$ cat src/pkg/scpm_pkg.sv
// Shared constants and carriers for the system clock and power mode block.
// Assumes a single mclk domain at 100 MHz with synchronous active-low reset.
`default_nettype none
package scpm_pkg;
  // APB register byte offsets
  localparam logic [7:0] CLK_MODE_OFS = 8'h00;
  localparam logic [7:0] IDLE_CTRL_OFS = 8'h04;
  localparam logic [7:0] HALT_CMD_OFS = 8'h08;
  localparam logic [7:0] STATUS_OFS = 8'h0c;
  // Clock mode register fields
  localparam int SEL_HL_BIT = 0;
  localparam int IDLE_EN_BIT = 1;
  localparam int FAST_RDY_BIT = 2;
  localparam int SLOW_RDY_BIT = 3;
  localparam int DIV_LSB = 5;
  // Idle control register fields
  localparam int SYSKEEP_BIT = 7;
  localparam int WDT_EN_BIT = 0;
  // Reset values
  localparam logic [2:0] DIV_SEL_RST = 3'h0;
  localparam logic SEL_HL_RST = 1'b1;
  localparam logic IDLE_EN_RST = 1'b1;
  localparam logic SYSKEEP_RST = 1'b0;
  localparam logic WDT_EN_RST = 1'b1;
  // Oscillator figures and derived counts at mclk
  localparam int MCLK_HZ = 100_000_000;
  localparam int FAST_OSC_HZ_LO = 4_000_000;
  localparam int FAST_OSC_HZ_HI = 8_000_000;
  localparam int SLOW_OSC_HZ = 32_000;
  localparam int FAST_HALF_LO = MCLK_HZ / (2 * FAST_OSC_HZ_LO);
  localparam int FAST_HALF_HI = MCLK_HZ / (2 * FAST_OSC_HZ_HI);
  localparam int SLOW_HALF = MCLK_HZ / (2 * SLOW_OSC_HZ);
  // Oscillator settle time in own-clock cycles
  localparam int FAST_SETTLE_CYC = 16;
  localparam int SLOW_SETTLE_CYC = 2;
  // Operating modes
  typedef enum logic [2:0] {
    MODE_NORMAL, MODE_SLOW, MODE_CLOCK_STOPPED_IDLE_MODE, MODE_CLOCK_RUNNING_IDLE_MODE, MODE_DEEP_SLEEP_MODE, MODE_WATCHDOG_SLEEP_MODE
  } scpm_mode_t;
  // Clock outputs group
  typedef struct packed {
    logic sys_clk;
    logic cpu_clk;
    logic wdt_clk;
    logic timebase_clock;
  } scpm_clocks_t;
endpackage : scpm_pkg
`default_nettype wire

$ cat src/scpm_rc_osc.sv
// Behavioural RC oscillator: toggles after a half-period count of mclk.
// Assumes enable comes from mclk logic; ready rises after a settle count.
`default_nettype none
module scpm_rc_osc #(
  parameter int HALF_W = 12,
  parameter int SETTLE = 2
) (
  // Clock and reset
  input wire logic mclk,
  input wire logic nrst,
  // Control
  input wire logic enable,
  input wire logic [HALF_W-1:0] half_period,
  // Outputs
  output logic osc_out,
  output logic osc_rise,
  output logic ready
);
  logic [HALF_W-1:0] cnt_reg;
  logic [7:0] settle_reg;

  // Half-period counter and output toggle
  always_ff @(posedge mclk) begin
    if (!nrst || !enable) begin
      cnt_reg <= '0;
      osc_out <= 1'b0;
      osc_rise <= 1'b0;
    end else if (cnt_reg >= half_period - HALF_W'(1)) begin
      cnt_reg <= '0;
      osc_out <= ~osc_out;
      osc_rise <= ~osc_out;
    end else begin
      cnt_reg <= cnt_reg + HALF_W'(1);
      osc_rise <= 1'b0;
    end
  end

  // Stability count in oscillator cycles
  always_ff @(posedge mclk) begin
    if (!nrst || !enable) begin
      settle_reg <= '0;
      ready <= 1'b0;
    end else if (osc_rise && !ready) begin
      settle_reg <= settle_reg + 8'h01;
      ready <= (settle_reg >= 8'(SETTLE - 1));
    end
  end
endmodule : scpm_rc_osc
`default_nettype wire

$ cat src/scpm_glitch_mux.sv
// Glitch-free clock source selector, enable-based, sampled at mclk.
// Assumes all source clocks are mclk-sampled levels with rise pulses.
`default_nettype none
module scpm_glitch_mux (
  // Clock and reset
  input wire logic mclk,
  input wire logic nrst,
  // Sources
  input wire logic [7:0] src_lvl,
  input wire logic [2:0] want_sel,
  input wire logic run,
  // Output
  output logic clk_out,
  output logic [2:0] cur_sel
);
  // Switch only while the mux output and the chosen source are low
  always_ff @(posedge mclk) begin
    if (!nrst) begin
      cur_sel <= 3'h0;
      clk_out <= 1'b0;
    end else begin
      if (want_sel != cur_sel && !clk_out && !src_lvl[want_sel]) begin
        cur_sel <= want_sel;
      end
      clk_out <= run && src_lvl[cur_sel] && (want_sel == cur_sel || clk_out);
    end
  end
endmodule : scpm_glitch_mux
`default_nettype wire

$ cat src/scpm_clock_ctrl.sv
// System clock generation and operating mode control with APB registers.
// Assumes an APB master on mclk and a CPU that signals halt and wake.
`default_nettype none
module scpm_clock_ctrl #(
  parameter bit FAST_8MHZ = 1'b1
) (
  // Clock and reset
  input wire logic mclk,
  input wire logic nrst,
  // APB slave
  input wire logic psel,
  input wire logic penable,
  input wire logic pwrite,
  input wire logic [7:0] paddr,
  input wire logic [31:0] pwdata,
  output logic [31:0] prdata,
  output logic pready,
  output logic pslverr,
  // CPU halt and wake
  input wire logic halt_req,
  input wire logic wake_req,
  // Clocks and state out
  output scpm_pkg::scpm_clocks_t clocks,
  output scpm_pkg::scpm_mode_t mode,
  output logic fast_osc_ready,
  output logic slow_osc_ready
);
  // Register state
  logic [2:0] clock_divider_select_reg;
  logic high_low_clock_select_reg;
  logic idle_enable_reg;
  logic idle_sysclk_keep_reg;
  logic wdt_enable_reg;
  scpm_pkg::scpm_mode_t mode_next;
  // Synchronised pins
  logic halt_s1, halt_s2, halt_s3, wake_s1, wake_s2;
  // Oscillators
  logic fast_en, slow_en, fast_lvl, fast_rise, fast_rdy, slow_lvl, slow_rise, slow_rdy;
  logic [11:0] fast_half;
  logic [5:0] div_cnt_reg;
  logic [7:0] src_lvl;
  logic [2:0] want_sel, cur_sel;
  logic sys_run, sys_clk;
  logic apb_wr, apb_rd, addr_ok;

  // Source index: 0 slow, 1 fast, 2..7 fast/64..fast/2
  function automatic logic [2:0] src_index(input logic hl, input logic [2:0] cks);
    if (hl) begin
      return 3'h1;
    end else if (cks <= 3'h1) begin
      return 3'h0;
    end else begin
      return cks;
    end
  endfunction : src_index

  // Two-stage synchronisers for CPU halt and wake
  always_ff @(posedge mclk) begin
    if (!nrst) begin
      halt_s1 <= 1'b0;
      halt_s2 <= 1'b0;
      halt_s3 <= 1'b0;
      wake_s1 <= 1'b0;
      wake_s2 <= 1'b0;
    end else begin
      halt_s1 <= halt_req;
      halt_s2 <= halt_s1;
      halt_s3 <= halt_s2;
      wake_s1 <= wake_req;
      wake_s2 <= wake_s1;
    end
  end

  // APB decode; zero wait states
  assign apb_wr = psel && penable && pwrite;
  assign apb_rd = psel && !penable && !pwrite;
  assign addr_ok = paddr == scpm_pkg::CLK_MODE_OFS || paddr == scpm_pkg::IDLE_CTRL_OFS ||
                   paddr == scpm_pkg::HALT_CMD_OFS || paddr == scpm_pkg::STATUS_OFS;

  // Control register writes
  always_ff @(posedge mclk) begin
    if (!nrst) begin
      clock_divider_select_reg <= scpm_pkg::DIV_SEL_RST;
      high_low_clock_select_reg <= scpm_pkg::SEL_HL_RST;
      idle_enable_reg <= scpm_pkg::IDLE_EN_RST;
      idle_sysclk_keep_reg <= scpm_pkg::SYSKEEP_RST;
      wdt_enable_reg <= scpm_pkg::WDT_EN_RST;
    end else if (apb_wr && paddr == scpm_pkg::CLK_MODE_OFS) begin
      clock_divider_select_reg <= pwdata[scpm_pkg::DIV_LSB +: 3];
      high_low_clock_select_reg <= pwdata[scpm_pkg::SEL_HL_BIT];
      idle_enable_reg <= pwdata[scpm_pkg::IDLE_EN_BIT];
    end else if (apb_wr && paddr == scpm_pkg::IDLE_CTRL_OFS) begin
      idle_sysclk_keep_reg <= pwdata[scpm_pkg::SYSKEEP_BIT];
      wdt_enable_reg <= pwdata[scpm_pkg::WDT_EN_BIT];
    end
  end

  // Read data and response, registered in setup phase
  always_ff @(posedge mclk) begin
    if (!nrst) begin
      prdata <= 32'h0;
      pready <= 1'b0;
      pslverr <= 1'b0;
    end else begin
      pready <= psel && !penable;
      pslverr <= psel && !penable && !addr_ok;
      if (apb_rd) begin
        case (paddr)
          scpm_pkg::CLK_MODE_OFS: begin
            prdata <= {24'h0, clock_divider_select_reg, 1'b0, slow_osc_ready, fast_osc_ready,
                       idle_enable_reg, high_low_clock_select_reg};
          end
          scpm_pkg::IDLE_CTRL_OFS: begin
            prdata <= {24'h0, idle_sysclk_keep_reg, 6'h0, wdt_enable_reg};
          end
          scpm_pkg::STATUS_OFS: begin
            prdata <= {26'h0, cur_sel, mode};
          end
          default: begin
            prdata <= 32'h0;
          end
        endcase
      end
    end
  end

  // Next mode: halt command by pin edge or register write
  always_comb begin
    mode_next = mode;
    case (mode)
      scpm_pkg::MODE_NORMAL, scpm_pkg::MODE_SLOW: begin
        if ((halt_s2 && !halt_s3) || (apb_wr && paddr == scpm_pkg::HALT_CMD_OFS)) begin
          if (!idle_enable_reg) begin
            mode_next = wdt_enable_reg ? scpm_pkg::MODE_WATCHDOG_SLEEP_MODE : scpm_pkg::MODE_DEEP_SLEEP_MODE;
          end else if (idle_sysclk_keep_reg) begin
            mode_next = scpm_pkg::MODE_CLOCK_RUNNING_IDLE_MODE;
          end else begin
            mode_next = scpm_pkg::MODE_CLOCK_STOPPED_IDLE_MODE;
          end
        end else if (src_index(high_low_clock_select_reg, clock_divider_select_reg) == 3'h0) begin
          mode_next = scpm_pkg::MODE_SLOW;
        end else begin
          mode_next = scpm_pkg::MODE_NORMAL;
        end
      end
      scpm_pkg::MODE_CLOCK_STOPPED_IDLE_MODE, scpm_pkg::MODE_CLOCK_RUNNING_IDLE_MODE, scpm_pkg::MODE_DEEP_SLEEP_MODE, scpm_pkg::MODE_WATCHDOG_SLEEP_MODE: begin
        if (wake_s2) begin
          mode_next = scpm_pkg::MODE_NORMAL;
        end
      end
      default: begin
        mode_next = scpm_pkg::MODE_NORMAL;
      end
    endcase
  end

  // Mode register
  always_ff @(posedge mclk) begin
    if (!nrst) begin
      mode <= scpm_pkg::MODE_NORMAL;
    end else begin
      mode <= mode_next;
    end
  end

  // Oscillator enables
  assign want_sel = src_index(high_low_clock_select_reg, clock_divider_select_reg);
  assign fast_en = want_sel != 3'h0 && cur_sel != 3'h0 ? (mode == scpm_pkg::MODE_NORMAL ||
                   mode == scpm_pkg::MODE_CLOCK_RUNNING_IDLE_MODE) : (want_sel != 3'h0 && mode == scpm_pkg::MODE_SLOW);
  assign slow_en = !(mode == scpm_pkg::MODE_DEEP_SLEEP_MODE ||
                     (mode == scpm_pkg::MODE_WATCHDOG_SLEEP_MODE && !wdt_enable_reg));
  assign fast_half = FAST_8MHZ ? 12'(scpm_pkg::FAST_HALF_HI) : 12'(scpm_pkg::FAST_HALF_LO);

  // Fast RC oscillator
  scpm_rc_osc #(.HALF_W(12), .SETTLE(scpm_pkg::FAST_SETTLE_CYC)) u_fast_osc (
    .mclk(mclk),
    .nrst(nrst),
    .enable(fast_en),
    .half_period(fast_half),
    .osc_out(fast_lvl),
    .osc_rise(fast_rise),
    .ready(fast_rdy)
  );

  // Slow RC oscillator
  scpm_rc_osc #(.HALF_W(12), .SETTLE(scpm_pkg::SLOW_SETTLE_CYC)) u_slow_osc (
    .mclk(mclk),
    .nrst(nrst),
    .enable(slow_en),
    .half_period(12'(scpm_pkg::SLOW_HALF)),
    .osc_out(slow_lvl),
    .osc_rise(slow_rise),
    .ready(slow_rdy)
  );

  // Binary counter divider of the fast clock, stepped on each fast rise at mclk
  always_ff @(posedge mclk) begin
    if (!nrst || !fast_en) begin
      div_cnt_reg <= 6'h0;
    end else if (fast_rise) begin
      div_cnt_reg <= div_cnt_reg + 6'h01;
    end
  end

  // Source levels: fast/64 at index 2 down to fast/2 at index 7
  assign src_lvl = {div_cnt_reg[0], div_cnt_reg[1], div_cnt_reg[2], div_cnt_reg[3],
                    div_cnt_reg[4], div_cnt_reg[5], fast_lvl, slow_lvl};
  assign sys_run = mode != scpm_pkg::MODE_CLOCK_STOPPED_IDLE_MODE && mode != scpm_pkg::MODE_DEEP_SLEEP_MODE &&
                   mode != scpm_pkg::MODE_WATCHDOG_SLEEP_MODE;

  // Glitch-free system clock selection
  scpm_glitch_mux u_sys_mux (
    .mclk(mclk),
    .nrst(nrst),
    .src_lvl(src_lvl),
    .want_sel(want_sel),
    .run(sys_run),
    .clk_out(sys_clk),
    .cur_sel(cur_sel)
  );

  // Registered clock and flag outputs
  always_ff @(posedge mclk) begin
    if (!nrst) begin
      clocks <= '0;
      fast_osc_ready <= 1'b0;
      slow_osc_ready <= 1'b0;
    end else begin
      clocks.sys_clk <= sys_clk;
      clocks.cpu_clk <= sys_clk && (mode == scpm_pkg::MODE_NORMAL || mode == scpm_pkg::MODE_SLOW);
      clocks.wdt_clk <= slow_lvl && wdt_enable_reg && mode != scpm_pkg::MODE_DEEP_SLEEP_MODE;
      clocks.timebase_clock <= slow_lvl && mode != scpm_pkg::MODE_DEEP_SLEEP_MODE &&
                               mode != scpm_pkg::MODE_WATCHDOG_SLEEP_MODE;
      fast_osc_ready <= fast_rdy;
      slow_osc_ready <= slow_rdy;
    end
  end
endmodule : scpm_clock_ctrl
`default_nettype wire

$ cat config.mk
export PLATFORM = sky130hd
export DESIGN_NAME = scpm_clock_ctrl
export DESIGN_NICKNAME = d
export VERILOG_FILES = /design/src/pkg/scpm_pkg.sv /design/src/scpm_rc_osc.sv /design/src/scpm_glitch_mux.sv /design/src/scpm_clock_ctrl.sv
export SDC_FILE = /design/constraint.sdc
export NUM_CORES = 1
export LEC_CHECK = 0
export BUFFER_PORTS_ARGS = -buffer_cell sky130_fd_sc_hd__buf_2
export CAP_MARGIN = 20
export CORE_ASPECT_RATIO = 2
export CORE_UTILIZATION = 26
export CTS_BUF_LIST = sky130_fd_sc_hd__clkbuf_8 sky130_fd_sc_hd__clkbuf_16
export DETAILED_ROUTE_END_ITERATION = 12
export PLACE_DENSITY = 0.42
export SYNTH_ARGS = -nofsm -noshare
export SYNTH_HDL_FRONTEND = slang
export SYNTH_HIERARCHICAL = 1
export SYNTH_SLANG_ARGS = --single-unit
$ cat constraint.sdc
create_clock -name mclk -period 2.3 [get_ports mclk]
set_clock_uncertainty 0.05 [all_clocks]
set_input_delay 0.46 -clock mclk [delete_from_list [all_inputs] [get_ports mclk]]
set_output_delay 0.46 -clock mclk [all_outputs]
set_load 0.01 [all_outputs]
# After elaboration in Yosys (flattened, before gate mapping)
# Index checks and enable logic that the tools add are counted.
dict set report word_totals {
  wordCells 139
  reg_bits 111
  in_bits 47
  out_inout_bits 43
}
dict set report classes {
  n_mux 17
  addsub 5
  bitwise_logic 5
  n_eq_ne 14
  n_lt_le_gt_ge 7
  n_reduce_logical 58
}
# op count
set op_table {}
lappend op_table {{$logic_and A1 B1 Y1} 25}
lappend op_table {{$add A12 B1 Y12 const B} 2}
lappend op_table {{$pmux W8 S3} 1}
lappend op_table {{$mux W3} 7}
lappend op_table {{$add A8 B1 Y8 const B} 2}
lappend op_table {{$eq A8 B4 Y1 const B} 2}
lappend op_table {{$ge A12 B11 Y1 const B} 1}
lappend op_table {{$ge A12 B3 Y1 const B} 1}
lappend op_table {{$logic_not A1 Y1} 11}
lappend op_table {{$logic_or A1 B1 Y1} 10}
lappend op_table {{$reduce_or A2 Y1} 5}
lappend op_table {{$eq A8 B3 Y1 const B} 1}
lappend op_table {{$ge A8 B1 Y1 const B} 1}
lappend op_table {{$ge A8 B4 Y1 const B} 1}
lappend op_table {{$logic_not A8 Y1} 1}
lappend op_table {{$lt A3 B4 Y1 const B} 2}
lappend op_table {{$add A6 B1 Y6 const B} 1}
lappend op_table {{$bmux W1 S3} 2}
lappend op_table {{$eq A3 B2 Y1 const B} 2}
lappend op_table {{$eq A3 B3 Y1 const B} 2}
lappend op_table {{$logic_not A3 Y1} 2}
lappend op_table {{$mux W1} 6}
lappend op_table {{$ne A3 B3 Y1 const B} 2}
lappend op_table {{$pmux W3 S2} 1}
lappend op_table {{10 further kinds} 15}

# Logic depth before layout (Yosys ltp)
# Gate-level depths: netlist of the first run.
dict set report logic_depth {
  ltp_word 10
  mapped_depth 13
  depth_no_buf 12
}

# Modules after synthesis
# Netlist of the first run, hierarchy kept.
# mod seq_area_each_um2 cells_per_inst area_each_um2 instances
set by_module_without_submodules {}
lappend by_module_without_submodules {scpm_clock_ctrl 740.7 195 1735.4 1}
lappend by_module_without_submodules {{scpm_rc_osc at u_slow_osc} 460.4 163 1397.6 1}
lappend by_module_without_submodules {{scpm_rc_osc at u_fast_osc} 460.4 157 1391.3 1}
lappend by_module_without_submodules {scpm_glitch_mux 80.1 31 334.1 1}

# Least setup slack after synthesis of the first run
# No wires, ideal clock.
dict set report synth_path {
  path_kind {register to register}
  start {reg high_low_clock_select_reg}
  end {reg u_sys_mux.cur_sel[0]}
  path_buffers 1
  path_stages_with_launch 8
  setup_ps 72
  setup_slack_ps 185
  arrival_ps 1993
  synth_period_minus_slack_ps 2115
  required_time_ps 2178
  cell_sequence {dfxtp_1 > or3_1 > o21a_1 > buf_6 > mux4_2 > nor2b_4 > nor3_4 > mux2i_1}
}
dict set report synth_between {
  elab_chain_cells 5
  word_cells_on_any_way 7
  classes_between {eq/ne (1); mux (3); reduce/logical (3)}
}
# item line_no
set synth_rtl {}
lappend synth_rtl {{start: declaration} scpm_clock_ctrl.sv:30} ;# logic high_low_clock_select_reg;
lappend synth_rtl {{start signal: assignment} scpm_clock_ctrl.sv:84} ;# high_low_clock_select_reg <= scpm_pkg::SEL_HL_RST;
lappend synth_rtl {{start signal: assignment} scpm_clock_ctrl.sv:90} ;# high_low_clock_select_reg <= pwdata[scpm_pkg::SEL_HL_BIT];
lappend synth_rtl {{$mux W3 (*)} n/a}
lappend synth_rtl {{via want_sel[0]} scpm_clock_ctrl.sv:42} ;# logic [2:0] want_sel, cur_sel;
lappend synth_rtl {{$bmux W1 S3} scpm_glitch_mux.sv:22} ;# if (want_sel != cur_sel && !clk_out && !src_lvl[want_sel]) begin
lappend synth_rtl {{$mux W1 (not written as such)} scpm_glitch_mux.sv:22}
lappend synth_rtl {{$logic_not A1 Y1} scpm_glitch_mux.sv:22}
lappend synth_rtl {{$logic_and A1 B1 Y1} scpm_glitch_mux.sv:22}
lappend synth_rtl {{end signal: assignment} scpm_glitch_mux.sv:23} ;# cur_sel <= want_sel;
lappend synth_rtl {{end: declaration} scpm_glitch_mux.sv:14} ;# output logic [2:0] cur_sel
# The timed path passes the listed nets; every way through them passes the cells marked *. The select of a mux whose other input is x is not followed.
# A chain may end at the register's enable or synchronous reset.

# Final worst setup path of the first run
# Same ends and word-level chain as after synthesis.

==> summary.md, run 1 <==
| Metric | Value |
|---|---|
| Worst path bufs/invs | `0` |
| Hold WS | `0.2762 ns` |
| Die Y | `195.3 µm` |
| DRT iter0 DRCs | `67` |
| Nets | `747` |
| Ys flop type | `dfxtp_1` |
| Critical Path RT | `2.52 ns` |
| NetSw | `0.7676 mW` |
| Setup tns final | `0 ns` |
| Final HPWL DP | `8952 µm` |
| Clock network power share | `47.5%` |
| Worst hold-check path type | `in -> reg` |
| Rows | `70` |
| Reg-to-reg startpoint | `high_low_clock_select_reg$_SDFFE_PN1P_` |
| Syn Std Cell Area | `4858 µm²` |
| Outcome | `completed` |
| Worst reg2reg path endpoint | `u_sys_mux/cur_sel[0]$_SDFFE_PN0P_` |
| Reg2Reg Depth | `6` |
| TritonCTS clock tree | `built` |
| Ports | `90` |
| Starting density of the core | `26.54%` |
| Min Tclk post-route | `2.102 ns` |
| WP depth | `6` |
| Count of different cell masters after synthesis | `61` |
| Initial antenna violation count | `0` |
| Cells along the critical path | `or3_1 -> o21a_2 -> mux4_2 -> nor2b_4 -> nor3_4 -> mux2i_1` |
| R2r setup slk | `0.20 ns` |
| Worst path max stage delay | `0.46 ns` |
| Worst IR drop on VDD | `0.0003340 V` |
| Syn_area_per_cell | `8.898 µm²` |
| Final antenna-violating net count | `0` |
| Via/cell ratio | `4.331` |
| Layout area overhead | `21.25%` |
| Vias in the first global route | `3874` |
| CP Capture Type | `register` |
| Share of total power in combinational logic | `8.6%` |
| Vias | `3842` |
| Crit path to | `u_sys_mux/cur_sel[0]$_SDFFE_PN0P_` |
| Residual DRC count | `0` |
| Final number of hold-violating endpoints | `0` |
| CP Max Fanout | `6` |
| Cell type with the largest total area after synthesis | `dfxtp_1` |
| Max_cap viols | `0` |
| LEAKAGE | `2.525 nW` |
| Clock root buffer | `clkbuf_16` |
| CP max stage cell | `mux4_2` |
| Period utilization | `91.40%` |
| Largest net degree at the start of global routing | `19` |
| Mapped Cells | `546` |
| Drt first pass iters | `4` |
| Clock latency on the worst-skew pair | `0.34 ns` |
| Synth Register Bits | `87` |
| Final wirelength | `10840 µm` |
| Routed wire per std cell | `12.22 µm` |
| Remaining Overflow, GRT | `0` |
| First-pass GRT wire length | `18220 µm` |
| Commonest cells after routing, fill and taps aside | `conb_1, dfxtp_1, nor2_1` |
| Hold Buf Count CTS | `0` |
| Seq/Total Area, Yosys | `35.85%` |
| Clock sinks | `87` |
| Postcts setup bufs | `0` |
| Fin. max-slew vios | `0` |
| Die ar. | `19270 µm²` |
| H-Tree Depth | `3` |
| Port Buffer Count | `38` |
| Die width | `98.66 µm` |
| PwrDens | `593.5 nW/µm²` |
| Worst Setup SP | `high_low_clock_select_reg$_SDFFE_PN1P_` |
| Worst path arrival time | `2.32 ns` |
| Routability Congestion | `0.7626` |
| Sequential Power Share | `43.9%` |
| Post-CTS resize count | `0` |
| Most common cell after layout, fill and taps aside | `conb_1` |
| Deepest clock path buffer count | `2` |
| Total CTS buffers | `9` |
| Post-synth ARST share | `0%` |
| Sw Ratio | `21.96%` |
| Diode count | `0` |
| Crit Path Class | `reg -> reg` |
| P_int | `2.729 mW` |
| Reg clk slew, reported paths | `0.06 ns` |
| Overall routing resource usage | `12.15%` |
| Max frequency | `475.7 MHz` |
| Top cells by area, synth | `dfxtp_1, ha_1, xnor2_1, nor2_1, xor2_1` |
| Number of synthesized flops with an enable pin | `0` |
| RSZ-0062 raised after global routing | `false` |
| Layout cells sized above 1 | `13.41%` |
| Synthesis warning total | `6` |
| Crit path max-delay family | `simple AND/OR/NAND/NOR gates` |
| CP startpoint kind | `register` |
| Core area | `18310 µm²` |
| Setup-failing EPs final | `0` |
| Post-synth top area share | `35.85%` |
final cells by class:
class	instances	area [µm²]
Clock buffer	10	239.0
Fill cell	1896	12410
Inverter	18	67.56
Timing Repair Buffer	57	332.8
Clock inverter	6	101.3
Tap cell	216	270.3
Multi-Input combinational cell	493	3138
Sequential cell	87	1742
layer usage:
metal  vias to the layer above  track usage, %  part of all wire, %
met5                         -               0                    0
met4                         0           6.855                  3.2
met3                        21           1.539                  2.1
met2                        68           24.75                   59
met1                      1738           11.14                   36
li1                       2015               -                    -
worst register-to-register path: stages, from the launching register on:
cell	delay, ns
dfxtp_1	0.36
or3_1	0.41
o21a_2	0.19
mux4_2	0.46
nor2b_4	0.15
nor3_4	0.21
mux2i_1	0.20
power groups by stage:
stage,Combinational [mW],Sequential (mW),Clock [mW]
after CTS,0.297,1.54,1.71
final,0.299,1.54,1.66
after detailed placement,0.296,1.57,0
after global routing,0.344,1.54,1.77
after global placement,0.292,1.57,0
after floorplan,0.244,1.57,0
metrics by stage:
stage	utilization (%)	power [mW]	instances	worst slack, ns	area [µm²]
after floorplan	-	1.816	632	0.1852	5181
after global placement	30.31	1.862	871	0.1759	5549
after detailed placement	30.31	1.866	871	0.1362	5549
after CTS	32.17	3.543	887	0.1228	5889
after global routing	32.18	3.654	887	0.06647	5891
final	32.18	3.496	887	0.1978	5891
how the worst min path moves through the flow:
stage                                     to  slack [ns]                from  cells after the start
after CTS                 halt_s1$_SDFF_PN0_        0.27            halt_req                      2
after global routing      halt_s1$_SDFF_PN0_        0.29            halt_req                      2
final                     halt_s1$_SDFF_PN0_        0.28            halt_req                      2
after global placement    halt_s2$_SDFF_PN0_        0.37  halt_s1$_SDFF_PN0_                      1
after floorplan           halt_s2$_SDFF_PN0_        0.36  halt_s1$_SDFF_PN0_                      1
after detailed placement  wake_s2$_SDFF_PN0_        0.37  wake_s1$_SDFF_PN0_                      1
Yosys cell counts (8+ instances only):
master / number
xor2_1: 28
nand3_1: 30
nor2b_1: 8
inv_1: 17
dfxtp_1: 87
xnor2_1: 34
nor3_1: 13
a21oi_1: 17
ha_1: 34
and2_1: 12
nor2_1: 75
mux2i_1: 11
nand2_1: 44
nand4_1: 16
buf_4: 24
a22o_1: 8
cell families (layout without fill, tap and decap cells):
| kind of cell | Yosys count | after routing | synth area share [%] |
|---|---|---|---|
| AOI/OAI and AO/OA | 56 | 56 | 8.653 |
| muxes | 15 | 15 | 3.889 |
| other | 2 | 88 | 0.1546 |
| DFF | 87 | 87 | 35.85 |
| adders and majority gates | 34 | 34 | 8.756 |
| buffers and inverters | 52 | 91 | 6.232 |
| xor gates and xnor gates | 62 | 62 | 11.18 |
| and+or+nand+nor | 238 | 238 | 25.29 |
Power figures use the tool's default switching activity.
==> run 2: changes to the inputs <==
BUFFER_PORTS_ARGS = -buffer_cell sky130_fd_sc_hd__clkbuf_2   (was -buffer_cell sky130_fd_sc_hd__buf_2)
PLACE_DENSITY = 0.43   (was 0.42)
SYNTH_HIERARCHICAL = unset   (was 1)
==> summary.md, run 2 <==
| Metric | Value |
|---|---|
| Outcome | `completed` |
| Clock latency on the worst-skew pair | `0.34 ns (about the same)` |
| Residual DRC count | `0 (unchanged)` |
| Largest net degree at the start of global routing | `40 (+21)` |
| Clock root buffer | `clkbuf_16` |
| Count of different cell masters after synthesis | `59 (-3.3%)` |
| Port Buffer Count | `38 (unchanged)` |
| Core area | `14820 µm² (-19%)` |
| PwrDens | `704.7 nW/µm² (+19%)` |
| Cell type with the largest total area after synthesis | `dfxtp_1` |
| First-pass GRT wire length | `13490 µm (-26%)` |
| Hold WS | `0.2713 ns (-0.004898 ns)` |
| Die Y | `176.5 µm (-9.6%)` |
| Vias in the first global route | `2829 (-27%)` |
| Reg2Reg Depth | `5 (-1)` |
| Via/cell ratio | `4.374 (+0.98%)` |
| Final number of hold-violating endpoints | `0 (unchanged)` |
| Drt first pass iters | `4 (unchanged)` |
| Most common cell after layout, fill and taps aside | `dfxtp_1` |
| Worst path bufs/invs | `1 (+1)` |
| Die ar. | `15750 µm² (-18%)` |
| LEAKAGE | `1.846 nW (-27%)` |
| Reg clk slew, reported paths | `0.06 ns (about the same)` |
| Final HPWL DP | `6587 µm (-26%)` |
| Synthesis warning total | `0 (-6)` |
| Final wirelength | `8598 µm (-21%)` |
| Layout area overhead | `15.37%` |
| Clock sinks | `87 (unchanged)` |
| Worst hold-check path type | `in -> reg` |
| Total CTS buffers | `9 (unchanged)` |
| Seq/Total Area, Yosys | `44.01% (+8.2 points)` |
| Min Tclk post-route | `1.975 ns (-0.1272 ns)` |
| Min-delay src | `halt_req` |
| Routed wire per std cell | `12.81 µm (+4.9%)` |
| CP Max Fanout | `21 (+15)` |
| Cells along the critical path | `inv_1 -> xnor2_1 -> a21oi_1 -> or4b_4 -> nor3_1` |
| Worst path arrival time | `2.18 ns (-0.14 ns)` |
| Starting density of the core | `26.71% (+0.16 points)` |
| Crit path max-delay family | `simple AND/OR/NAND/NOR gates` |
| Postcts setup bufs | `0 (unchanged)` |
| CP max stage cell | `or4b_4` |
| Post-synth top area share | `44.01% (+8.2 points)` |
| Reg-to-reg startpoint | `mode[1]$_SDFFE_PN0P_` |
| Worst IR drop on VDD | `0.0002622 V (-22%)` |
| Nets | `530 (-29%)` |
| Fin. max-slew vios | `0 (unchanged)` |
| Rows | `63 (-10%)` |
| Max frequency | `506.3 MHz (+6.4%)` |
| TritonCTS clock tree | `built` |
| Setup tns final | `0 ns (unchanged)` |
| Ports | `90 (unchanged)` |
| Post-CTS resize count | `0 (unchanged)` |
| CP startpoint kind | `register` |
| Most common cell in the netlist | `dfxtp_1` |
| Commonest cells after routing, fill and taps aside | `dfxtp_1, nor2_1, clkbuf_2` |
| Worst path max stage delay | `0.68 ns (+0.22 ns)` |
| Top cells by area, synth | `dfxtp_1, buf_4, nor2_1, ha_1, xnor2_1` |
| Layout cells sized above 1 | `14.92% (+1.5 points)` |
| R2r setup slk | `0.33 ns (+0.13 ns)` |
| Die width | `89.24 µm (-9.5%)` |
| Post-synth ARST share | `0% (unchanged)` |
| Diode count | `0 (unchanged)` |
| Critical Path RT | `2.51 ns (about the same)` |
| Mapped Cells | `429 (-21%)` |
| RSZ-0062 raised after global routing | `false` |
| Area after DPL | `4274 µm² (-23%)` |
| Remaining Overflow, GRT | `0 (unchanged)` |
| Setup-failing EPs final | `0 (unchanged)` |
| Syn_area_per_cell | `9.225 µm² (+3.7%)` |
| H-Tree Depth | `3 (unchanged)` |
| DRT iter0 DRCs | `109 (+63%)` |
| Worst reg2reg path endpoint | `u_fast_osc.cnt_reg[0]$_SDFF_PP0_` |
| Max_cap viols | `0 (unchanged)` |
| WHS Path Cells | `2 (unchanged)` |
| Hold Path End | `halt_s1$_SDFF_PN0_` |
| Core Util, Final | `30.81% (-1.4 points)` |
| Final antenna-violating net count | `0 (unchanged)` |
| Vias | `2935 (-24%)` |
| Ys flop type | `dfxtp_1` |
| Initial antenna violation count | `0 (unchanged)` |
| Number of synthesized flops with an enable pin | `0 (unchanged)` |
| Overall routing resource usage | `11.76% (-0.39 points)` |
| Synth Register Bits | `87 (unchanged)` |
| Post-synth top cells | `dfxtp_1, nor2_1, nand2_1, buf_4, nand3_1` |
| Period utilization | `85.87% (-5.5 points)` |
| Deepest clock path buffer count | `2 (unchanged)` |
| Hold Buf Count CTS | `0 (unchanged)` |
| Crit Path Class | `reg -> reg` |
| Syn Std Cell Area | `3958 µm² (-19%)` |
| CP Capture Type | `register` |
| Routability Congestion | `0.7469 (-2.1%)` |
| Finished Cell Area | `4566 µm² (-22%)` |
[run 2: changes by cell type in the layout (fill, tap and decap cells not counted), sizes merged, moves of 15 or more]
cell,change
conb,-55
buf,-51
clkbuf,+37
xnor2,-17
nand2,-15
ha,-22
nor2,-29
[run 2: kinds of logic after synthesis]
| kind of cell | count (synthesis) | share of synthesized area [%] |
|---|---|---|
| adders and majority gates | 12 | 3.794 |
| xor gates and xnor gates | 33 | 7.303 |
| and+or+nand+nor | 174 | 23.55 |
| other | 1 | 0.09476 |
| AOI/OAI and AO/OA | 48 | 8.536 |
| DFF | 87 | 44.01 |
| muxes | 13 | 4.047 |
| buffers and inverters | 61 | 8.662 |
[run 2: power breakdown]
part / internal (mW) / leakage, nW / switching [mW]
combinational: 0.0892 / 0.995 / 0.123
clock: 0.833 / 0.144 / 0.599
sequential: 1.54 / 0.708 / 0.0313
total: 2.46 / 1.85 / 0.753
[run 2: metal layers]
metal	up-vias	GRT usage (%)	wire length, µm
li1	1479	-	-
met1	1361	10.00	3033
met2	75	22.68	4902
met3	20	2.852	328
met4	0	7.870	334
met5	-	0	0
[run 2: cell type report]
type,instances,area (µm²)
Clock buffer,9,225.2
Clock inverter,7,66.31
Fill cell,1582,10250
Inverter,16,60.06
Multi-Input combinational cell,313,1993
Sequential cell,87,1742
Tap cell,195,244.0
Timing Repair Buffer,44,235.2
[run 2: how the worst max path moves through the flow]
stage                                             to  slack [ns]  cells after the start                             start
floorplan                     prdata[7]$_SDFFE_PN0P_        0.42                      6                          paddr[1]
global placement              prdata[7]$_SDFFE_PN0P_        0.23                      6                          paddr[1]
detailed placement            prdata[7]$_SDFFE_PN0P_        0.21                      6                          paddr[1]
CTS                 u_fast_osc.cnt_reg[0]$_SDFF_PP0_        0.30                      5              mode[1]$_SDFFE_PN0P_
global route        u_slow_osc.cnt_reg[2]$_SDFF_PP0_        0.11                      7  u_slow_osc.cnt_reg[1]$_SDFF_PP0_
finish              u_fast_osc.cnt_reg[0]$_SDFF_PP0_        0.33                      5              mode[1]$_SDFFE_PN0P_
[run 2: through the flow]
| stage | power, mW | setup WS, ns | cells |
|---|---|---|---|
| after floorplan | 1.785 | 0.4166 | 461 |
| after global placement | 1.819 | 0.2300 | 655 |
| after detailed placement | 1.823 | 0.2109 | 655 |
| after CTS | 3.280 | 0.2990 | 671 |
| after global routing | 3.367 | 0.1117 | 671 |
| final | 3.218 | 0.3250 | 671 |
==> run 3: changes to the inputs <==
CORE_MARGIN = 2   (was unset)
clock period = 2.03 ns   (was 2.3 ns; I/O delays follow)
==> summary.md, run 3 (synthesis results as in run 2) <==
| Metric | Value |
|---|---|
| Outcome | `completed` |
| Nets | `538 (+1.5%)` |
| Postcts setup bufs | `0 (unchanged)` |
| Drt first pass iters | `6 (+2)` |
| Cells along the critical path | `inv_1 -> xnor2_1 -> a21oi_1 -> or4b_4 -> nor3b_2` |
| Worst hold-check path type | `in -> reg` |
| Ports | `90 (unchanged)` |
| GR Util met1 | `10.13% (+0.13 points)` |
| Finished Cell Area | `4706 µm² (+3.1%)` |
| Worst path max stage delay | `0.68 ns (about the same)` |
| Overall routing resource usage | `11.50% (-0.26 points)` |
| Clock latency on the worst-skew pair | `0.34 ns (about the same)` |
| RSZ-0062 raised after global routing | `false` |
| Final antenna-violating net count | `0 (unchanged)` |
| CP max stage cell | `or4b_4` |
| Die Y | `178.5 µm (+1.1%)` |
| Commonest cells after routing, fill and taps aside | `dfxtp_1, nor2_1, clkbuf_2` |
| Vias | `2968 (+1.1%)` |
| Worst path bufs/invs | `1 (unchanged)` |
| Min Tclk post-route | `1.926 ns (-0.04916 ns)` |
| First-pass GRT wire length | `14550 µm (+7.8%)` |
| Initial antenna violation count | `0 (unchanged)` |
| Diode count | `0 (unchanged)` |
| Crit Path Class | `reg -> reg` |
| Met2 GRT Util | `23.40% (+0.72 points)` |
| Worst IR drop on VDD | `0.0003197 V (+22%)` |
| Fillers | `1556 (-1.6%)` |
| Starting density of the core | `26.56% (-0.14 points)` |
| Most common cell after layout, fill and taps aside | `dfxtp_1` |
| Reg clk slew, reported paths | `0.06 ns (about the same)` |
| Die ar. | `16280 µm² (+3.4%)` |
| TritonCTS clock tree | `built` |
| Deepest clock path buffer count | `2 (unchanged)` |
| Setup ws final | `0.1042 ns (-0.2208 ns)` |
| Total CTS buffers | `9 (unchanged)` |
| Via/cell ratio | `4.371 (about the same)` |
| Core area | `14900 µm² (+0.53%)` |
| Fin. max-slew vios | `0 (unchanged)` |
| Max_cap viols | `0 (unchanged)` |
| Setup slack after placement | `-0.03371 ns (-0.2446 ns)` |
| Area after DPL | `4334 µm² (+1.4%)` |
| Final wirelength | `8687 µm (+1.0%)` |
| Port Buffer Count | `38 (unchanged)` |
| Critical Path RT | `2.22 ns (-0.29 ns)` |
| LEAKAGE | `1.927 nW (+4.4%)` |
| GR peak layer | `met2` |
| CP Max Fanout | `21 (unchanged)` |
| Core Util, Final | `31.59% (+0.78 points)` |
| Clock root buffer | `clkbuf_16` |
| Residual DRC count | `0 (unchanged)` |
| Largest net degree at the start of global routing | `40 (unchanged)` |
| Setup tns final | `0 ns (unchanged)` |
| Period utilization | `94.87% (+9.0 points)` |
| Routability Congestion | `0.7743 (+3.7%)` |
| Worst path arrival time | `2.12 ns (-0.06 ns)` |
| CP startpoint kind | `register` |
| Vias in the first global route | `3003 (+6.2%)` |
| Clock sinks | `87 (unchanged)` |
| Remaining Overflow, GRT | `0 (unchanged)` |
| Layout cells sized above 1 | `16.53% (+1.6 points)` |
| Final number of hold-violating endpoints | `0 (unchanged)` |
| CP Capture Type | `register` |
| Setup-failing EPs final | `0 (unchanged)` |
| Routed wire per std cell | `12.79 µm (-0.16%)` |
| Post-CTS resize count | `0 (unchanged)` |
| H-Tree Depth | `3 (unchanged)` |
| DRT iter0 DRCs | `94 (-14%)` |
| Layout area overhead | `18.91%` |
| Die width | `91.24 µm (+2.2%)` |
| Crit path max-delay family | `simple AND/OR/NAND/NOR gates` |
| Max frequency | `519.3 MHz (+2.6%)` |
| Met3 usage | `2.155% (-0.70 points)` |
| Final HPWL DP | `6657 µm (+1.1%)` |
| Rows | `63 (unchanged)` |
| Hold Buf Count CTS | `0 (unchanged)` |
| PwrDens | `862.3 nW/µm² (+22%)` |
-- run 3: cell types whose count changed in the layout (fill, tap and decap cells not counted) --
cell / change
buf_4: +8
bufinv_16: +3
clkinvlp_4: -2
clkbuf_8: +1
clkinv_2: -1
inv_1: -1
-- run 3: stage by stage --
step,power (mW),instances,hold WS [ns]
global placement,2.073,663,0.3683
global route,4.228,679,0.2345
floorplan,2.022,461,0.3619
detailed placement,2.076,663,0.3758
finish,4.058,679,0.2299
CTS,4.141,679,0.2156
-- run 3: path summary, 6_finish.rpt --
path / startpoint / endpoint / slack (ns) / cells after the start
max: mode[1]$_SDFFE_PN0P_ / u_fast_osc.osc_rise$_SDFF_PP0_ / 0.10 / 5
min: halt_req / halt_s1$_SDFF_PN0_ / 0.23 / 2
max reg2reg: mode[1]$_SDFFE_PN0P_ / u_fast_osc.osc_rise$_SDFF_PP0_ / 0.10 / 5
min reg2reg: halt_s1$_SDFF_PN0_ / halt_s2$_SDFF_PN0_ / 0.39 / 1
-- run 3: metal layers --
layer  wire length, µm  up-vias
met5                 0        -
met4               312        0
met3               306       17
met2              5023       78
met1              3045     1375
li1                  -     1498
-- run 3: cell type report --
cell class,count,area (µm²),share of cell area (%)
clock inverter,6,132.6,2.818
sequential,87,1742,37.01
inverter,16,60.06,1.276
tap,195,244.0,5.185
multi-input combinational,313,1993,42.36
clock buffer,10,239.0,5.078
timing repair buffer,52,295.3,6.275
-- run 3: report_power, final --
part / switching [mW] / total, mW / internal [mW]
registers: 0.0288 / 1.78 / 1.75
logic: 0.148 / 0.257 / 0.110
clock network: 0.666 / 2.02 / 1.36
total: 0.843 / 4.06 / 3.21
